$ cat src/core/unused_placeholder_none.sv
// intentionally empty compile unit
`timescale 1ns/1ns
`default_nettype none
`default_nettype wire

$ cat src/core/twe_pkg.sv
// constants, offsets and state codes of the two-wire memory slave
package twe_pkg;
  // slave address prefixes
  localparam logic [3:0] PFX_MEM = 4'hA;
  localparam logic [3:0] PFX_PROT = 4'h6;
  // protocol counts
  localparam logic [3:0] BITS_PER_BYTE = 4'h8;
  localparam int ARRAY_WORDS = 256;
  // timing: internal programming cycle
  localparam int CLK_PERIOD_NS = 100;
  localparam int PROG_TIME_NS = 5000;
  localparam int PROG_CYCLES_INT = (PROG_TIME_NS + CLK_PERIOD_NS - 1) / CLK_PERIOD_NS;
  localparam logic [15:0] PROG_CYCLES = PROG_CYCLES_INT[15:0];
  // register byte offsets
  localparam logic [7:0] REG_CTRL = 8'h00;
  localparam logic [7:0] REG_STATUS = 8'h04;
  localparam logic [7:0] REG_POINTER = 8'h08;
  // control field positions and reset value
  localparam int CTRL_EN_BIT = 0;
  localparam logic CTRL_EN_RESET = 1'b1;
  // status field positions
  localparam int STAT_BUSY_BIT = 0;
  localparam int STAT_PROT_BIT = 1;
  localparam int STAT_STANDBY_BIT = 2;
  localparam int STAT_SEL_BIT = 3;
  localparam int STAT_INHIBIT_BIT = 4;
  // protocol engine states
  typedef enum logic [7:0] {
    ST_IDLE = 8'h01,
    ST_ADDR = 8'h02,
    ST_RX = 8'h04,
    ST_ACK = 8'h08,
    ST_TX = 8'h10,
    ST_RACK = 8'h20,
    ST_WAITSTOP = 8'h40,
    ST_PROG = 8'h80
  } twe_state_e;
endpackage

$ cat src/core/twe_slave.sv
// two-wire serial memory slave with byte write, read stream and write protection
//
// Behaviour
// - start is sda falling while scl high; every command opens with one.
// - stop is sda rising while scl high; master ends each transaction so.
// - a stop ending a read sequence puts the device into standby.
// - sda changes only while scl low; changes during scl high mean start/stop.
// - transmitter releases sda after eight bits; receiver pulls low on ninth clock.
// - first byte is slave address; prefix 1010 memory access, 0110 protect command.
// - address bits 3..1 compare to straps select2, select1, select0.
// - address bit 0 selects direction: 1 read, 0 write.
// - acknowledge only after start plus matching address; mismatch leaves sda released.
// - once selected for write, acknowledge every following received byte.
// - in read, release after eight bits, sample ninth clock, ack sends next byte.
// - in read, no acknowledge stops sending, releases sda, waits for stop.
// - sda is open drain: pulled low or released only.
// - write inhibit high suppresses all programming; low allows writes.
// - write inhibit input weakly pulled low so floating means writes enabled.
// - protect command sets the software write protect state.
// - protection blocks writes to 00..7F forever, surviving power loss; here hresetn clears sw_prot_reg.
// - write inhibit high blocks the whole array regardless of protection.
// - byte write sends eight-bit word address after address ack; device acks it.
// - after word address ack, accept one data byte and acknowledge it.
// - stop ending a byte write starts the programming cycle.
// - during programming inputs ignored and nothing acknowledged.
// - protect command acks word address and data, ignores values; stop programs.
// - after protection programmed, further protect commands have no effect.
`timescale 1ns/1ns
`default_nettype none

module twe_slave (
  input wire logic hclk,
  input wire logic hresetn,
  input wire logic clk_en,
  input wire logic hsel,
  input wire logic [31:0] haddr,
  input wire logic [1:0] htrans,
  input wire logic hwrite,
  input wire logic [2:0] hsize,
  input wire logic [31:0] hwdata,
  input wire logic hready,
  output logic hreadyout,
  output logic [31:0] hrdata,
  output logic hresp,
  input wire logic scl_in,
  input wire logic sda_in,
  output logic sda_out,
  output logic sda_oe,
  input wire logic write_inhibit_input,
  input wire logic strap_select_bit0,
  input wire logic strap_select_bit1,
  input wire logic strap_select_bit2,
  output logic standby
);

  // decides whether a pending write may be programmed
  function automatic logic write_blocked(input logic prot_cmd, input logic [7:0] waddr,
                                         input logic inhibit, input logic prot_set);
    if (prot_cmd) begin
      write_blocked = inhibit | prot_set;
    end else begin
      write_blocked = inhibit | (prot_set & ~waddr[7]);
    end
  endfunction

  localparam int ARRAY_WORDS = twe_pkg::ARRAY_WORDS;

  twe_pkg::twe_state_e state_reg;
  logic scl_s1, scl_s2, scl_s3;
  logic sda_s1, sda_s2, sda_s3;
  logic [3:0] pin_s1, pin_s2;
  logic scl_rise, scl_fall, start_ev, stop_ev;
  logic [7:0] rx_sr, tx_sr, word_addr, data_reg, addr_ptr;
  logic [3:0] bit_cnt;
  logic [1:0] byte_idx;
  logic rd_mode, prot_cmd, data_got, acked;
  logic sw_prot_reg, standby_reg, ctrl_en_reg;
  logic [15:0] prog_cnt;
  logic prog_start, prog_done, addr_match, inhibit, bus_ok;
  logic [2:0] straps;
  logic [7:0] mem [ARRAY_WORDS];
  logic ahb_wr_pend;
  logic [7:0] ahb_wr_addr;
  logic ahb_valid;

  // two-stage synchronisers plus a history stage for edge detection
  always_ff @(posedge hclk or negedge hresetn) begin
    if (!hresetn) begin
      scl_s1 <= 1'b1;
      scl_s2 <= 1'b1;
      scl_s3 <= 1'b1;
      sda_s1 <= 1'b1;
      sda_s2 <= 1'b1;
      sda_s3 <= 1'b1;
    end else if (clk_en) begin
      scl_s1 <= scl_in;
      scl_s2 <= scl_s1;
      scl_s3 <= scl_s2;
      sda_s1 <= sda_in;
      sda_s2 <= sda_s1;
      sda_s3 <= sda_s2;
    end
  end

  // straps and write inhibit also cross in through two flops
  always_ff @(posedge hclk or negedge hresetn) begin
    if (!hresetn) begin
      pin_s1 <= 4'h0; // inhibit reads low, as its pull-down would
      pin_s2 <= 4'h0;
    end else if (clk_en) begin
      pin_s1 <= {write_inhibit_input, strap_select_bit2, strap_select_bit1, strap_select_bit0};
      pin_s2 <= pin_s1;
    end
  end

  assign inhibit = pin_s2[3]; // steady through a transaction by the controller
  assign straps = pin_s2[2:0];

  // line events seen on the synchronised samples
  assign scl_rise = scl_s2 & ~scl_s3;
  assign scl_fall = ~scl_s2 & scl_s3;
  assign start_ev = scl_s2 & scl_s3 & sda_s3 & ~sda_s2;
  assign stop_ev = scl_s2 & scl_s3 & ~sda_s3 & sda_s2;

  // address compare on a completed first byte
  assign addr_match = ((rx_sr[7:4] == twe_pkg::PFX_MEM) ||
                       ((rx_sr[7:4] == twe_pkg::PFX_PROT) && !rx_sr[0])) &&
                      (rx_sr[3:1] == straps);

  assign bus_ok = ctrl_en_reg && (state_reg != twe_pkg::ST_PROG);
  assign prog_start = bus_ok && stop_ev && data_got && !rd_mode &&
                      !write_blocked(prot_cmd, word_addr, inhibit, sw_prot_reg);
  assign prog_done = (state_reg == twe_pkg::ST_PROG) && (prog_cnt == 16'h0000);

  // protocol engine: bit counting, address match, acknowledge and transmit
  always_ff @(posedge hclk or negedge hresetn) begin
    if (!hresetn) begin
      state_reg <= twe_pkg::ST_IDLE;
      rx_sr <= 8'h00;
      tx_sr <= 8'h00;
      bit_cnt <= 4'h0;
      byte_idx <= 2'h0;
      rd_mode <= 1'b0;
      prot_cmd <= 1'b0;
      data_got <= 1'b0;
      acked <= 1'b0;
      word_addr <= 8'h00;
      data_reg <= 8'h00;
      addr_ptr <= 8'h00;
      sda_oe <= 1'b0;
      standby_reg <= 1'b1;
    end else if (clk_en) begin
      if (state_reg == twe_pkg::ST_PROG) begin
        sda_oe <= 1'b0; // inputs ignored while programming
        if (prog_done) begin
          state_reg <= twe_pkg::ST_IDLE;
        end
      end else if (!ctrl_en_reg) begin
        state_reg <= twe_pkg::ST_IDLE;
        sda_oe <= 1'b0;
      end else if (stop_ev) begin
        sda_oe <= 1'b0;
        data_got <= 1'b0;
        standby_reg <= 1'b1;
        state_reg <= prog_start ? twe_pkg::ST_PROG : twe_pkg::ST_IDLE;
      end else if (start_ev) begin
        sda_oe <= 1'b0;
        bit_cnt <= 4'h0;
        data_got <= 1'b0;
        standby_reg <= 1'b0;
        state_reg <= twe_pkg::ST_ADDR;
      end else begin
        case (state_reg)
          twe_pkg::ST_ADDR, twe_pkg::ST_RX: begin
            if (scl_rise) begin
              rx_sr <= {rx_sr[6:0], sda_s2};
              bit_cnt <= bit_cnt + 4'h1;
            end else if (scl_fall && bit_cnt == twe_pkg::BITS_PER_BYTE) begin
              if (state_reg == twe_pkg::ST_ADDR) begin
                if (addr_match) begin
                  sda_oe <= 1'b1;
                  rd_mode <= rx_sr[0];
                  prot_cmd <= (rx_sr[7:4] == twe_pkg::PFX_PROT);
                  byte_idx <= 2'h1;
                  state_reg <= twe_pkg::ST_ACK;
                end else begin
                  state_reg <= twe_pkg::ST_WAITSTOP; // sda stays released
                end
              end else begin
                if (byte_idx == 2'h1) begin
                  word_addr <= rx_sr;
                  if (!prot_cmd) begin
                    addr_ptr <= rx_sr;
                  end
                  byte_idx <= 2'h2;
                end else begin
                  data_reg <= rx_sr;
                  data_got <= 1'b1;
                end
                sda_oe <= 1'b1;
                state_reg <= twe_pkg::ST_ACK;
              end
            end
          end
          twe_pkg::ST_ACK: begin
            if (scl_fall) begin
              bit_cnt <= 4'h0;
              if (rd_mode) begin
                tx_sr <= mem[addr_ptr];
                sda_oe <= ~mem[addr_ptr][7]; // pull low only for a zero
                addr_ptr <= addr_ptr + 8'h01;
                state_reg <= twe_pkg::ST_TX;
              end else begin
                sda_oe <= 1'b0;
                state_reg <= twe_pkg::ST_RX;
              end
            end
          end
          twe_pkg::ST_TX: begin
            if (scl_rise) begin
              bit_cnt <= bit_cnt + 4'h1;
            end else if (scl_fall) begin
              if (bit_cnt == twe_pkg::BITS_PER_BYTE) begin
                sda_oe <= 1'b0;
                state_reg <= twe_pkg::ST_RACK;
              end else begin
                sda_oe <= ~tx_sr[6]; // change only while scl low
                tx_sr <= {tx_sr[6:0], 1'b0};
              end
            end
          end
          twe_pkg::ST_RACK: begin
            if (scl_rise) begin
              acked <= ~sda_s2; // ninth clock sample
            end else if (scl_fall) begin
              bit_cnt <= 4'h0;
              if (acked) begin
                tx_sr <= mem[addr_ptr];
                sda_oe <= ~mem[addr_ptr][7];
                addr_ptr <= addr_ptr + 8'h01;
                state_reg <= twe_pkg::ST_TX;
              end else begin
                sda_oe <= 1'b0;
                state_reg <= twe_pkg::ST_WAITSTOP;
              end
            end
          end
          twe_pkg::ST_WAITSTOP: begin
            sda_oe <= 1'b0; // wait for stop or a new start
          end
          twe_pkg::ST_IDLE: begin
            sda_oe <= 1'b0;
          end
          default: begin
            state_reg <= twe_pkg::ST_IDLE;
            sda_oe <= 1'b0;
          end
        endcase
      end
    end
  end

  // programming cycle timer
  always_ff @(posedge hclk or negedge hresetn) begin
    if (!hresetn) begin
      prog_cnt <= 16'h0000;
    end else if (clk_en) begin
      if (prog_start) begin
        prog_cnt <= twe_pkg::PROG_CYCLES - 16'h0001;
      end else if (prog_cnt != 16'h0000) begin
        prog_cnt <= prog_cnt - 16'h0001;
      end
    end
  end

  // array programming at the end of the cycle
  always_ff @(posedge hclk) begin
    if (clk_en && prog_done && !prot_cmd) begin
      mem[word_addr] <= data_reg;
    end
  end

  // software protect flag: set once, never cleared by the bus
  always_ff @(posedge hclk or negedge hresetn) begin
    if (!hresetn) begin
      sw_prot_reg <= 1'b0;
    end else if (clk_en && prog_done && prot_cmd) begin
      sw_prot_reg <= 1'b1;
    end
  end

  // register bus: address phase capture
  assign ahb_valid = hsel & htrans[1] & hready;

  always_ff @(posedge hclk or negedge hresetn) begin
    if (!hresetn) begin
      ahb_wr_pend <= 1'b0;
      ahb_wr_addr <= 8'h00;
    end else if (clk_en) begin
      ahb_wr_pend <= ahb_valid & hwrite;
      ahb_wr_addr <= haddr[7:0];
    end
  end

  // control register write in the data phase
  always_ff @(posedge hclk or negedge hresetn) begin
    if (!hresetn) begin
      ctrl_en_reg <= twe_pkg::CTRL_EN_RESET;
    end else if (clk_en && ahb_wr_pend && ahb_wr_addr == twe_pkg::REG_CTRL) begin
      ctrl_en_reg <= hwdata[twe_pkg::CTRL_EN_BIT];
    end
  end

  // read data registered at the address phase, shown in the data phase
  always_ff @(posedge hclk or negedge hresetn) begin
    if (!hresetn) begin
      hrdata <= 32'h00000000;
    end else if (clk_en) begin
      hrdata <= 32'h00000000;
      if (ahb_valid && !hwrite && haddr[31:8] == 24'h000000) begin
        case (haddr[7:0])
          twe_pkg::REG_CTRL: begin
            hrdata[twe_pkg::CTRL_EN_BIT] <= ctrl_en_reg;
          end
          twe_pkg::REG_STATUS: begin
            hrdata[twe_pkg::STAT_BUSY_BIT] <= (state_reg == twe_pkg::ST_PROG);
            hrdata[twe_pkg::STAT_PROT_BIT] <= sw_prot_reg;
            hrdata[twe_pkg::STAT_STANDBY_BIT] <= standby_reg;
            hrdata[twe_pkg::STAT_SEL_BIT] <= (state_reg != twe_pkg::ST_IDLE) &&
                                             (state_reg != twe_pkg::ST_WAITSTOP) &&
                                             (state_reg != twe_pkg::ST_PROG);
            hrdata[twe_pkg::STAT_INHIBIT_BIT] <= inhibit;
          end
          twe_pkg::REG_POINTER: begin
            hrdata[7:0] <= addr_ptr;
          end
          default: begin
            hrdata <= 32'h00000000;
          end
        endcase
      end
    end
  end

  // bus answers: stall only while the clock enable freezes state
  assign hreadyout = clk_en;
  assign hresp = 1'b0;
  assign sda_out = 1'b0; // open drain: only ever pulls low
  assign standby = standby_reg;

endmodule // twe_slave

`default_nettype wire

$ cat config.mk
export PLATFORM = sky130hd
export DESIGN_NAME = twe_slave
export DESIGN_NICKNAME = d
export VERILOG_FILES = /design/src/core/unused_placeholder_none.sv /design/src/core/twe_pkg.sv /design/src/core/twe_slave.sv
export SDC_FILE = /design/constraint.sdc
export NUM_CORES = 2
export LEC_CHECK = 0
export BUFFER_PORTS_ARGS = -buffer_cell sky130_fd_sc_hd__buf_4
export CAP_MARGIN = 20
export CORE_ASPECT_RATIO = 1.1
export CORE_MARGIN = 2
export CORE_UTILIZATION = 40
export DETAILED_ROUTE_END_ITERATION = 12
export HOLD_SLACK_MARGIN = 0.03
export PLACE_DENSITY = 0.58
export SYNTH_ARGS = -nofsm -noshare
export SYNTH_HDL_FRONTEND = slang
export SYNTH_SLANG_ARGS = --single-unit
export TNS_END_PERCENT = 50
$ cat constraint.sdc
create_clock -name hclk -period 4.37 [get_ports hclk]
set_input_delay 0.437 -clock hclk [delete_from_list [all_inputs] [get_ports hclk]]
set_output_delay 0.437 -clock hclk [all_outputs]
set_load 0.02 [all_outputs]
==> impl_results.md <==
* Status: complete, no violations
* Clk slew on worst S/H paths at 0.07 ns
* Crit path required time at 5.09 ns
* Reg-to-reg endpoint: sda_oe$_DFFE_PN0P_
* Final worst-path cycle share at 89.4%
* I/O pin cnt at 118
* R2R setup slack at 0.46 ns
* Synth top cells by count: edfxtp_1, mux4_2, nor2_1
* YS warnings at 0
* GPL Wtd Cong at 0.875
* Multi-input combinational cell area at 19500 um^2
* Cell Area, Synth at 85000 um^2
* DP Worst Slack at roughly 0.51 ns
* Slowest CP cell: nor2b_4
* Top flop regs: mem (2048), prog_cnt (16)
* Clk sink count at 2156
* Die X at 443 um
* CTS Buffer Depth at 3
* Setup Crit Path Kind: reg -> reg
* Final Max Tran Viols at 0
* Final HPWL DP at 148000 um
* Post-CTS Hold Buffers at 19
* Drt pass-1 iters at 6
* CP cell instances: nor2b_4 -> nand2_1 -> o21ai_0 -> nor4b_1 -> buf_4 -> or3_1 -> a2111oi_0 -> o41ai_1
* Final setup viols at 0
* Cell chosen for the clock root: clkbuf_16
* Most instantiated library cell after synthesis: edfxtp_1
* Largest area contributor in the netlist: edfxtp_1
* HP Class: in -> async
* Critical path's top delay family: simple AND/OR/NAND/NOR gates
* First-pass GRT wire length at 332000 um
* Seq/Total Area, Yosys at 75.6%
* Total CTS buffers at 210
* CP peak stage delay at about 1.1 ns
* Yosys cell types at 85
* Worst path buffer plus inverter count at 1
* Area contributors post-synth: edfxtp_1, mux4_2, dfrtp_1
* DR WL/cell at 30.2 um
* Initial antenna violation count at 7
* Final WL at about 230000 um
* Main synth FF type: edfxtp_1
* Yosys reg bits at 2156
* Reg with most FFs: mem
* Crit path launch type: register
* Max Cap Viol at 0
* Worst R2R Path Depth at 8
* Ys async rst share at 5.01%
* Worst setup margin at 0.462 ns
* DRT antenna net count at 0
* Fin cells at 7725
* Core area at 211000 um^2
* Yosys top cell area share at 72.4%
* TritonCTS clock tree: built
* Critical Path End Type: register
* Clock latency on the worst-skew pair at ~0.88 ns
* Via-to-Cell Ratio at ~5.7
* Crit path DAT at 4.62 ns
* P&R area growth vs syn at 16.8%
* Final min period at approximately 3.9 ns
* Post-CTS Setup Inserts at 0
* RSZ-0062 raised after global routing: false
* Initial Util at 40.2%
* Max H-tree Level at 4
* Cell count after synthesis at ~4200
* DR DRC count at 0
* Max reg flops at slightly above 2000
* GRT Total Usage at about 22%
* FMAX at about 0.26 GHz
* Least-Margin Pin Slew at 1.16 ns
* IO buf count at 56
* Max rail drop VDD at 0.428 mV
* P_leak at 37.1 nW
* FP Rows at 177
* Vias in the first global route at 44800
* Register area at about 64000 um^2
* Pwr dens at 410 nW/um^2
* GRT overflow at 0
* Average size of a mapped cell at 20.3 um^2
* Worst-path maximum fanout at 28
* Pin count of the biggest net entering global routing at around 150
* DR iter-0 viols at 4850
* Slew HR at 22.3%
* Die ar. at approximately 220000 um^2
* Via count at 44200
* Final Hold Viols at 0
* TNS Setup at 0 ns
* Placed cell count at 7316
* Final nets at 4860
* FF-to-FF Start: addr_ptr[3]$_DFFE_PN0P_
* Number of fill cells at 17600
* Die height at 487 um
* Resized cells post-CTS at 0
* Number of flops mapped to enable cells by yosys at 2048
* Fraction of layout cells with a size suffix above 1 at 30.7%
* Layout Skew at ~0.059 ns
-- where the power goes --
group          leakage, nW  internal [mW]  switching [mW]
logic                 8.69          0.263           0.332
clock network         3.22           9.74            7.87
registers             25.2           22.4           0.108
-- worst max path at each step --
stage	end	from	cells past startpoint	slack, ns
global placement	tx_sr[4]$_DFFE_PN0P_	addr_ptr[0]$_DFFE_PN0P_	9	0.49
global route	mem[173][1]$_DFFE_PP_	prog_cnt[6]$_DFFE_PN0P_	8	0.40
finish	sda_oe$_DFFE_PN0P_	addr_ptr[3]$_DFFE_PN0P_	8	0.46
detailed placement	tx_sr[4]$_DFFE_PN0P_	addr_ptr[0]$_DFFE_PN0P_	9	0.51
floorplan	mem[0][0]$_DFFE_PP_	data_reg[0]$_DFFE_PN0P_	0	0.39
CTS	tx_sr[4]$_DFFE_PN0P_	addr_ptr[0]$_DFFE_PN0P_	9	0.49
-- final cells by class --
cell class	instances	share of cell area, %
flip-flops and latches	2156	64.8
clock buffers	267	5.56
inverters	22	0.0908
well taps	2774	3.50
multi-input cells	1769	19.6
repair buffers	616	5.30
clock inverters	117	1.15
diodes	4	0.0101
-- layer usage --
layer / wire, um / vias up / global-route usage, %
li1: - / 18400 / -
met1: 93700 / 23500 / 29.0
met2: 114000 / 1855 / 35.3
met3: 16700 / 388 / 3.71
met4: 8940 / 0 / 8.04
met5: 0 / - / 0
-- layout by cell type (no fill, tap or decap), drive strengths merged, types with 9 or more instances in the layout --
cell type / count
nor2: 322
dlygate4sd3: 19
mux4: 509
xor2: 9
clkinv: 96
nor4: 19
nand2: 131
mux2: 66
nand2b: 10
or4: 9
nand4: 12
o21ai: 62
dfrtp: 99
xnor2: 11
a22oi: 36
conb: 26
a31oi: 11
clkbuf: 267
dfstp: 9
bufinv: 13
edfxtp: 2048
o22ai: 20
nor3: 27
mux2i: 168
a21oi: 71
o211ai: 15
nand3: 38
a221oi: 19
buf: 597
a2111oi: 10
inv: 24
o221ai: 16
nor2b: 18
-- stage by stage --
step | hold slack [ns] | cell area [um^2] | utilization (%) | power [mW]
after detailed placement | 0.483 | 92300 | 43.7 | 23.5
after CTS | 0.132 | 99200 | 46.9 | 41.0
after floorplan | 0.141 | 85100 | - | 23.3
after global placement | 0.475 | 92300 | 43.7 | 23.5
after global routing | 0.173 | 99200 | 47.0 | 41.9
final | 0.172 | 99200 | 47.0 | 40.7
-- kinds of logic (layout without fill, tap and decap cells) --
| group | count (synthesis) | after routing | synth area share, % |
|---|---|---|---|
| flip-flops | 2156 | 2156 | 75.6 |
| multiplexers | 743 | 743 | 16.3 |
| AND/OR/NAND/NOR | 640 | 640 | 3.41 |
| AO/OA/AOI/OAI | 336 | 336 | 2.70 |
| buffers and inverters | 282 | 1022 | 1.71 |
| XOR/XNOR | 20 | 20 | 0.206 |
| adder cells (fa/ha/maj) | 4 | 4 | 0.0589 |
| other | 1 | 30 | 0.00441 |
(Power assumes the default switching activity.)
